$ cat config.mk
export PLATFORM = sky130hd
export DESIGN_NAME = pors_sequencer
export DESIGN_NICKNAME = d
export VERILOG_FILES = /design/src/pors_pkg.sv /design/src/pors_sequencer.sv
export SDC_FILE = /design/constraint.sdc
export NUM_CORES = 1
export LEC_CHECK = 0
export ABC_AREA = 1
export ABC_CLOCK_PERIOD_IN_PS = 1600
export BUFFER_PORTS_ARGS = -buffer_cell sky130_fd_sc_hd__clkbuf_2
export CAP_MARGIN = 10
export CORE_MARGIN = 8
export CORE_UTILIZATION = 50
export DETAILED_ROUTE_END_ITERATION = 8
export PLACE_DENSITY = 0.73
export SKIP_LAST_GASP = 1
export SLEW_MARGIN = 20
export SYNTH_ARGS = -nofsm -noshare
export SYNTH_HDL_FRONTEND = slang
export SYNTH_SLANG_ARGS = --single-unit
$ cat constraint.sdc
create_clock -name i_ref_clk -period 1.6 [get_ports i_ref_clk]
set_input_delay 0.32 -clock i_ref_clk [delete_from_list [all_inputs] [get_ports i_ref_clk]]
set_output_delay 0.32 -clock i_ref_clk [all_outputs]
set_load 0.005 [all_outputs]
$ cat src/pors_pkg.sv
// constants and carriers for the power-on reset sequencer
package pors_pkg;
  localparam int unsigned CLK_MHZ = 250;
  localparam int unsigned REF_KHZ = 33330;
  // pll lock delay after system reset release
  localparam int unsigned LOCK_US = 9;
  localparam int unsigned LOCK_CYC = LOCK_US * CLK_MHZ;
  // latest allowed lock after system reset release
  localparam int unsigned LOCK_MAX_US = 10;
  localparam int unsigned LOCK_MAX_CYC = LOCK_MAX_US * CLK_MHZ;
  // warm reset minimum hold, least time rounds up
  localparam int unsigned WARM_NS = 500;
  localparam int unsigned WARM_CYC = (WARM_NS * CLK_MHZ + 999) / 1000;
  // watchdog relock hold in reference periods
  localparam int unsigned WDOG_REF = 24;
  localparam int unsigned WDOG_CYC = (WDOG_REF * CLK_MHZ * 1000 + REF_KHZ - 1) / REF_KHZ;
  // refresh counter, one tick per memory clock period
  localparam logic [11:0] REFRESH_RST = 12'h0384;
  localparam int unsigned REF_DIV = (CLK_MHZ * 1000) / REF_KHZ;
  localparam int unsigned SDCLK_DIV = 1;
  localparam int unsigned STRAP_W = 16;

  typedef enum logic [2:0] {
    PORS_COLD, PORS_HOLD, PORS_LOCKING, PORS_RUN, PORS_WDOG
  } pors_state_e;

  typedef struct packed {
    logic pll_locked;
    logic boot_start;
    logic warm_reset;
    logic refresh_req;
  } pors_status_s;
endpackage

$ cat src/pors_sequencer.sv
// power-on and warm reset sequencer with pll lock and refresh start
`timescale 1ns/1ps
module pors_sequencer
  import pors_pkg::*;
#(
  parameter int unsigned STRAP_WIDTH = STRAP_W
) (
  input wire logic i_ref_clk,
  input wire logic i_reset_n,
  input wire logic i_power_on_reset_n,
  input wire logic i_system_reset_n,
  input wire logic i_watchdog_event,
  input wire logic i_refresh_disable,
  input wire logic [STRAP_WIDTH-1:0] i_expansion_address_straps,
  output logic o_pll_locked,
  output logic o_boot_start,
  output logic o_warm_reset,
  output logic o_sdram_clk,
  output logic o_refresh_req,
  output logic [STRAP_WIDTH-1:0] o_config_straps,
  output pors_status_s o_status
);
  pors_state_e state_q;
  logic [15:0] cnt_q;
  logic [15:0] low_q;
  logic sys_q;
  logic cold_q;
  logic [11:0] rfc_q;
  logic first_done_q;
  logic en_refresh_q;
  logic sdclk_q;
  logic [STRAP_WIDTH-1:0] straps_q;
  logic pll_q;
  logic boot_q;
  logic warm_q;
  logic rreq_q;

  wire sys_rise = i_system_reset_n && !sys_q;
  // one enable per memory clock period
  wire rfc_tick = sdclk_q;

  // sequencing; lock drop is immediate via combinational gating
  always_ff @(posedge i_ref_clk or negedge i_reset_n) begin
    if (!i_reset_n) begin
      state_q <= PORS_COLD;
      cnt_q <= 16'h0000;
      pll_q <= 1'b0;
      boot_q <= 1'b0;
    end else begin
      boot_q <= 1'b0;
      if (!i_power_on_reset_n || !i_system_reset_n) begin
        state_q <= PORS_HOLD;
        pll_q <= 1'b0;
        cnt_q <= 16'h0000;
      end else if (i_watchdog_event) begin
        state_q <= PORS_WDOG;
        pll_q <= 1'b0;
        cnt_q <= 16'h0000;
      end else begin
        unique case (state_q)
          PORS_COLD, PORS_HOLD: begin
            state_q <= PORS_LOCKING;
            cnt_q <= 16'h0000;
          end
          PORS_LOCKING: begin
            cnt_q <= cnt_q + 16'h0001;
            if (cnt_q == 16'(LOCK_CYC - 1)) begin
              state_q <= PORS_RUN;
              pll_q <= 1'b1;
              boot_q <= 1'b1;
            end
          end
          PORS_WDOG: begin
            cnt_q <= cnt_q + 16'h0001;
            if (cnt_q == 16'(WDOG_CYC - 1)) begin
              state_q <= PORS_RUN;
              pll_q <= 1'b1;
              boot_q <= 1'b1;
            end
          end
          PORS_RUN: cnt_q <= 16'h0000;
        endcase
      end
    end
  end

  // warm reset detection and system reset edge
  always_ff @(posedge i_ref_clk or negedge i_reset_n) begin
    if (!i_reset_n) begin
      sys_q <= 1'b0;
      low_q <= 16'h0000;
      warm_q <= 1'b0;
      cold_q <= 1'b1;
    end else begin
      sys_q <= i_system_reset_n;
      warm_q <= 1'b0;
      if (!i_power_on_reset_n) begin
        cold_q <= 1'b1;
        low_q <= 16'h0000;
      end else if (!i_system_reset_n) begin
        if (low_q != 16'hffff) low_q <= low_q + 16'h0001;
      end else begin
        if (sys_rise && !cold_q && low_q >= 16'(WARM_CYC)) warm_q <= 1'b1;
        if (sys_rise) cold_q <= 1'b0;
        low_q <= 16'h0000;
      end
    end
  end

  // strap capture at system reset release
  always_ff @(posedge i_ref_clk or negedge i_reset_n) begin
    if (!i_reset_n) begin
      straps_q <= '0;
    end else if (sys_rise) begin
      straps_q <= i_expansion_address_straps;
    end
  end

  // memory clock runs once power-on reset is released
  always_ff @(posedge i_ref_clk or negedge i_reset_n) begin
    if (!i_reset_n) begin
      sdclk_q <= 1'b0;
    end else if (!i_power_on_reset_n) begin
      sdclk_q <= 1'b0;
    end else begin
      sdclk_q <= ~sdclk_q;
    end
  end

  // refresh counter at memory clock rate, first access about 7 us out
  always_ff @(posedge i_ref_clk or negedge i_reset_n) begin
    if (!i_reset_n) begin
      rfc_q <= REFRESH_RST;
      first_done_q <= 1'b0;
      rreq_q <= 1'b0;
      en_refresh_q <= 1'b1;
    end else begin
      rreq_q <= 1'b0;
      if (!i_system_reset_n) begin
        rfc_q <= REFRESH_RST;
        first_done_q <= 1'b0;
        en_refresh_q <= 1'b1;
      end else begin
        if (first_done_q) en_refresh_q <= !i_refresh_disable;
        if (rfc_tick && en_refresh_q) begin
          if (rfc_q <= 12'h001) begin
            rfc_q <= REFRESH_RST;
            rreq_q <= 1'b1;
            first_done_q <= 1'b1;
          end else begin
            rfc_q <= rfc_q - 12'h001;
          end
        end
      end
    end
  end

  assign o_pll_locked = pll_q && i_power_on_reset_n && i_system_reset_n && !i_watchdog_event;
  assign o_boot_start = boot_q;
  assign o_warm_reset = warm_q;
  assign o_sdram_clk = sdclk_q;
  assign o_refresh_req = rreq_q;
  assign o_config_straps = straps_q;
  assign o_status = '{pll_locked: o_pll_locked, boot_start: boot_q,
                      warm_reset: warm_q, refresh_req: rreq_q};

  // cycles waited for lock with every reset source released
  logic [15:0] lock_wait_q;
  wire lock_wait_clr = !i_power_on_reset_n || !i_system_reset_n || i_watchdog_event
                       || o_pll_locked;
  always_ff @(posedge i_ref_clk or negedge i_reset_n) begin
    if (!i_reset_n) begin
      lock_wait_q <= 16'h0000;
    end else if (lock_wait_clr) begin
      lock_wait_q <= 16'h0000;
    end else if (lock_wait_q != 16'hffff) begin
      lock_wait_q <= lock_wait_q + 16'h0001;
    end
  end

  lock_drop_a: assert property (@(posedge i_ref_clk) disable iff (!i_reset_n)
    (!i_system_reset_n || !i_power_on_reset_n || i_watchdog_event) |-> !o_pll_locked)
    else $error("pll lock not dropped");
  lock_time_a: assert property (@(posedge i_ref_clk) disable iff (!i_reset_n)
    lock_wait_q < 16'(LOCK_MAX_CYC))
    else $error("pll lock late");
  boot_after_a: assert property (@(posedge i_ref_clk) disable iff (!i_reset_n)
    o_boot_start |-> $past(state_q) != PORS_HOLD && pll_q)
    else $error("boot before lock");
  wdog_hold_a: assert property (@(posedge i_ref_clk) disable iff (!i_reset_n)
    $fell(i_watchdog_event) && state_q == PORS_WDOG |-> !pll_q [*8])
    else $error("watchdog relock early");
  sdclk_run_a: assert property (@(posedge i_ref_clk) disable iff (!i_reset_n)
    i_power_on_reset_n && $past(i_power_on_reset_n) |=> o_sdram_clk != $past(o_sdram_clk))
    else $error("memory clock stalled");
  refresh_rst_a: assert property (@(posedge i_ref_clk) disable iff (!i_reset_n)
    !i_system_reset_n |=> rfc_q == REFRESH_RST)
    else $error("refresh count not reset");
  refresh_on_a: assert property (@(posedge i_ref_clk) disable iff (!i_reset_n)
    !first_done_q |-> en_refresh_q)
    else $error("refresh disabled early");
  warm_cause_a: assert property (@(posedge i_ref_clk) disable iff (!i_reset_n)
    o_warm_reset |-> $past(low_q) >= 16'(WARM_CYC) && i_power_on_reset_n)
    else $error("spurious warm reset");

  boot_c: cover property (@(posedge i_ref_clk) disable iff (!i_reset_n) o_boot_start);
  warm_c: cover property (@(posedge i_ref_clk) disable iff (!i_reset_n) o_warm_reset);
  refresh_c: cover property (@(posedge i_ref_clk) disable iff (!i_reset_n) o_refresh_req);
  wdog_c: cover property (@(posedge i_ref_clk) disable iff (!i_reset_n)
    state_q == PORS_WDOG ##1 state_q == PORS_RUN);
endmodule

---- Word level (Yosys, flattened, before mapping) ----
Cells that the tools add are included.
operators by class
  eq/ne operators ......................... 15
  add/subtract/negate cells ............... 3
  multiplexer cells ....................... 39
  order comparisons ....................... 2
  reduce and logical (&&, ||, !) cells .... 24
  bitwise logic cells ..................... 1
operator list
  kind                                                    number
  two-way mux 16 bit                                      5
  two-way mux 12 bit                                      3
  adder 16 x 1 -> 16 bit (second input constant)          2
  case mux 16 bit (2 select lines)                        1
  two-way mux 1 bit                                       23
  equality test 16 x 12 -> 1 bit (second input constant)  1
  equality test 16 x 8 -> 1 bit (second input constant)   1
  >= comparator 16 x 7 -> 1 bit (second input constant)   1
  inequality test 16 bit (second input constant)          1
  <= comparator 12 x 1 -> 1 bit (second input constant)   1
  two-way mux 3 bit                                       4
  subtractor 12 x 1 -> 12 bit (second input constant)     1
  inequality test 2 x 1 -> 1 bit (second input constant)  5
  case mux 3 bit (3 select lines)                         1
  inequality test 4 bit (second input constant)           2
  logical AND 1 bit                                       7
  equality test 3 x 2 -> 1 bit (second input constant)    2
  logical NOT 1 bit                                       6
  AND reduction 3 bit                                     2
  nonzero test 5 bit                                      1
  case mux 1 bit (2 select lines)                         2
  AND reduction 2 bit                                     2
  nonzero test 4 bit                                      1
  OR reduction 2 bit                                      2
  other kinds (7)                                         7
word-level totals
  output and inout port bits .............. 25
  bits of input ports ..................... 22
  bits in registers ....................... 72
  word-level logic and storage cells ...... 98

---- Logic depth before layout (Yosys ltp) ----
  depth after elaboration ................. 7
  gate-level depth with buffers ........... 10

---- Least setup slack after synthesis ----
No wires, ideal clock.
  path kind ............................... register to register
  start ................................... register low_q[0]
  end ..................................... register low_q[0]
  required time ........................... 1.478 ns
  slack ................................... 0.102 ns
  data arrival time ....................... 1.376 ns
  cell stages (with the launch flop) ...... 10
  cell sequence ........................... dfrtp_1 > ha_1 > inv_1 > nor2_4 > inv_1 > nor2_2 > nand3_2 > buf_6 > nand3_1 > o21ai_1
between the ends
  cells in the longest elaborated chain, start to end .. 4
  elaborated cells between the ends (all ways) .. 6
  classes of those cells .................. add/sub (1); eq/ne (2); mux (3)
RTL lines
  item                      RTL line               source
  start: declaration        pors_sequencer.sv:25   logic [15:0] low_q;
  start signal: assignment  pors_sequencer.sv:101  if (low_q != 16'hffff) low_q <= low_q + 16'h0001;
  adder 16 x 1 -> 16 bit    pors_sequencer.sv:101
  two-way mux 16 bit        pors_sequencer.sv:101
  two-way mux 16 bit        pors_sequencer.sv:100  end else if (!i_system_reset_n) begin
  two-way mux 16 bit        pors_sequencer.sv:97   if (!i_power_on_reset_n) begin
Several ways; a longest one is shown, not always the timed one. The select of a mux whose other input is x is not followed.
A chain may end at the register's enable or synchronous reset.

---- Worst setup path in the final report ----
  start ................................... input i_system_reset_n
  end ..................................... output o_pll_locked
between the ends
  cells in the longest elaborated chain, start to end .. 2
RTL lines
  item                             RTL line               source
  start: declaration               pors_sequencer.sv:11   input wire logic i_system_reset_n,
  logical AND 1 bit (2 in series)  pors_sequencer.sv:158  assign o_pll_locked = pll_q && i_power_on_reset_n && i_system_reset_n && !i_watchdog_event;
  end: declaration                 pors_sequencer.sv:15   output logic o_pll_locked,
No other way between the ends.

==> metrics.md <==
| Metric | Value |
|---|---|
| Worst slew pin tran | `459 ps` |
| Util after Layout | `61.2%` |
| Vias in the first global route | `3222` |
| Seq/Total Area, Yosys | `47.4%` |
| Worst VDD drop | `0.687 mV` |
| CTS Buffer Depth | `2` |
| Slew headroom | `69.4%` |
| Max incr delay on CP | `210 ps` |
| Initial antenna violation count | `0` |
| Setup TNS | `0 ps` |
| Clk_lat worst skew | `340 ps` |
| WHS Path Cells | `3` |
| CP Buf/Inv Count | `3` |
| Netlist cell types | `37` |
| Hold WC Path Type | `in -> reg` |
| Crit start category | `input pin` |
| Switching share of power | `27.4%` |
| P per Cell Area | `941 nW/um^2` |
| Residual DRC count | `0` |
| CTS Buf Count | `9` |
| # diodes | `0` |
| Status | `complete, no violations` |
| Min Tclk post-route | `1490 ps` |
| CP Data Required Time | `1280 ps` |
| Hold Vio Cnt, Final | `0` |
| H-tree depth | `3` |
| DRT antenna net count | `0` |
| First-pass GRT wire length | `14500 um` |
| DR WL/cell | `12.9 um` |
| Drt pass-1 iters | `4` |
| Crit end category | `primary output` |
| Max stage delay cell, worst path | `clkbuf_2` |
| Total global-route track usage | `17.4%` |
| Post-DR vias/cell | `5.01` |
| CP delay by family, top | `simple AND/OR/NAND/NOR gates` |
| Number of synthesized register bits | `72` |
| Number of synthesis warnings | `0` |
| Static leakage | `2.32 nW` |
| CTS root buf | `clkbuf_8` |
| Total gr overflow | `0` |
| Data arrival, critical path | `1170 ps` |
| Via Count | `3368` |
| Slew Viols, Final | `0` |
| R2r worst-path depth | `6` |
| Final setup violation count | `0` |
| Site Rows | `32` |
| HPWL after DPL | `6240 um` |
| Critical path class | `in -> out` |
| Crit-path max FO | `8` |
| Synthesized area | `3810 um^2` |
| Setup slack, reg-to-reg | `110 ps` |
| Fin crit share | `93.1%` |
| Net Sw Power | `1.19 mW` |
| DP Area | `4220 um^2` |
| CTS tree | `built` |
| Port buffer count | `46` |
| Final Cell Area | `4630 um^2` |
| Core ar. | `7570 um^2` |
| Critical-path cell list | `clkbuf_2 > nand2_2 > nor2_4 > inv_1 > nor2_1 > clkbuf_2` |
| Die ar. | `10700 um^2` |
| Die W | `103 um` |
| Hold Crit Start | `i_expansion_address_straps[13]` |
| Area growth, synth to finish | `21.4%` |
| Reg2Reg Capture Point | `rfc_q[11]` |
| Initial DRC count | `129` |
| Final nets | `595` |
| Initial core utilization | `50.4%` |
| Mapped Cells | `490` |
| Drt total wl | `8690 um` |
| Syn_area_per_cell | `7.78 um^2` |
| Final RePlAce weighted congestion | `0.915` |
| Die Y | `103 um` |
| F_max | `671 MHz` |
| Combinational power share | `14.5%` |
| Largest net degree at the start of global routing | `30` |
| Crit-path most repeated cell | `clkbuf_2` |
| FF-to-FF Start | `en_refresh_q` |
| Critical Path Stages | `6` |
| Clock power frac | `36.6%` |
| Syn Nets | `520` |
| Part of the power in registers | `48.9%` |
| I/O Pins | `47` |
| Clock skew | `6.27 ps` |
| CTS Sinks | `72` |
| Share of cells above drive strength 1 | `23.2%` |
| Power Total | `4.36 mW` |
| Number of max-cap violations | `0` |
| Int Power | `3.17 mW` |
| Min-Delay Endpoint | `o_config_straps[13]` |
| CTS clk-pin slew, worst paths | `80 ps` |
==> state kept, by name, summed over array words and instances, names as in the netlist <==
name	flops
cnt_q	16
cold_q	1
en_refresh_q	1
first_done_q	1
low_q	16
o_boot_start	1
o_config_straps	16
o_refresh_req	1
o_sdram_clk	1
o_warm_reset	1
pll_q	1
rfc_q	12
state_q	3
sys_q	1
==> worst register-to-register path, cell delays in order, from the launching register on <==
cell	delay, ps
dfstp_2	530
nand2_1	90
nand2_1	200
inv_1	110
nor2_1	240
nand3_1	100
a21oi_1	140
==> power by group through the flow <==
stage          combinational, mW  sequential, mW  clock [mW]
2_1_floorplan              0.362            2.14           0
3_3_place_gp               0.581            2.16           0
3_5_place_dp               0.593            2.16           0
4_1_cts                    0.606            2.13        1.64
5_1_grt                    0.732            2.15        1.70
6_report                   0.633            2.13        1.60
==> worst max path at each step <==
stage                startpoint           end  slack (ps)
2_1_floorplan          low_q[0]      low_q[0]         100
3_3_place_gp           rfc_q[0]      rfc_q[0]          10
3_5_place_dp           rfc_q[0]      rfc_q[0]          30
4_1_cts                rfc_q[0]      rfc_q[0]          10
5_1_grt                low_q[1]      low_q[0]         -20
6_report       i_system_reset_n  o_pll_locked         110
==> metal layers <==
| layer | global-route usage (%) | wire (um) | vias up |
|---|---|---|---|
| li1 | - | - | 1710 |
| met1 | 21.0 | 3850 | 1581 |
| met2 | 29.6 | 4310 | 66 |
| met3 | 3.08 | 411 | 11 |
| met4 | 7.79 | 124 | 0 |
| met5 | 0 | 0 | - |
==> Yosys cell counts <==
library cell	n	area [um^2]
buf_2	2	10.0
o21ai_1	3	15.0
a31oi_1	6	37.5
o22ai_1	1	6.26
o21ai_0	21	105
inv_1	59	221
o2111ai_1	1	8.76
nor3_4	1	16.3
buf_4	4	30.0
nor3b_1	1	7.51
nor3_1	10	50.1
a211oi_1	2	15.0
a21oi_1	13	65.1
nand2_1	137	514
clkinv_1	1	3.75
nand4_1	12	75.1
nand2_4	1	11.3
clkinv_2	1	5.00
inv_2	3	11.3
xnor2_1	4	35.0
nor2_4	6	67.6
o21a_1	3	22.5
nor2_2	4	25.0
nor2_1	64	240
nand2_2	4	25.0
and3_1	1	6.26
clkbuf_1	1	3.75
nand3_1	32	160
dfrtp_1	66	1650
nor3b_2	1	12.5
ha_1	8	100
xor2_1	4	35.0
dfstp_2	6	158
nand3_2	3	30.0
nand3b_1	2	15.0
buf_6	1	11.3
or2_2	1	6.26
==> cell usage in the layout (no fill, tap or decap), types with 3 or more instances in the layout <==
cell type / count
clkbuf_2: 45
nor3_1: 7
a21oi_1: 13
ha_1: 6
xnor2_1: 4
buf_4: 23
nor2_4: 7
nand3_1: 32
dfrtp_2: 3
dfstp_2: 6
inv_1: 57
o21ai_0: 21
dfrtp_1: 63
nand2_1: 135
nor2_1: 61
nor2_2: 6
nor3_2: 3
xor2_1: 4
o21ai_1: 3
clkbuf_8: 9
o21a_1: 3
nand4_1: 12
nand2_2: 5
a31oi_1: 6
inv_2: 5
==> through the flow <==
stage                     setup WS (ps)  hold slack [ps]  std cells
after floorplan                     102             24.4        490
after global placement             11.0              293        640
after detailed placement           26.9              295        640
after CTS                          13.0              148        658
after global routing              -21.7              171        672
final                               111              169        672
==> repair_timing <==
item,4_1_cts,5_1_grt
setup buffers,1,14
pin swaps,0,8
hold buffers,1,0
endpoints found under the setup margin,1,35
endpoints found under the hold margin,15,0
resized for setup,0,20
==> kinds of logic (layout without fill, tap and decap cells) <==
family,after synthesis,count (layout),share of synthesized area (%)
AOI/OAI and AO/OA,50,50,7.22
xor gates and xnor gates,8,8,1.84
adders and majority gates,8,8,2.62
buffers and inverters,72,152,7.78
DFF,72,72,47.4
and+or+nand+nor,280,280,33.1
==> final cells by class <==
| type | count | area, um^2 |
|---|---|---|
| Fill cell | 660 | 2940 |
| Sequential cell | 72 | 1810 |
| Multi-Input combinational cell | 346 | 1780 |
| Timing Repair Buffer | 72 | 453 |
| Inverter | 64 | 241 |
| Clock buffer | 10 | 128 |
| Tap cell | 102 | 128 |
| Clock inverter | 6 | 92.6 |
(Power assumes the default switching activity.)
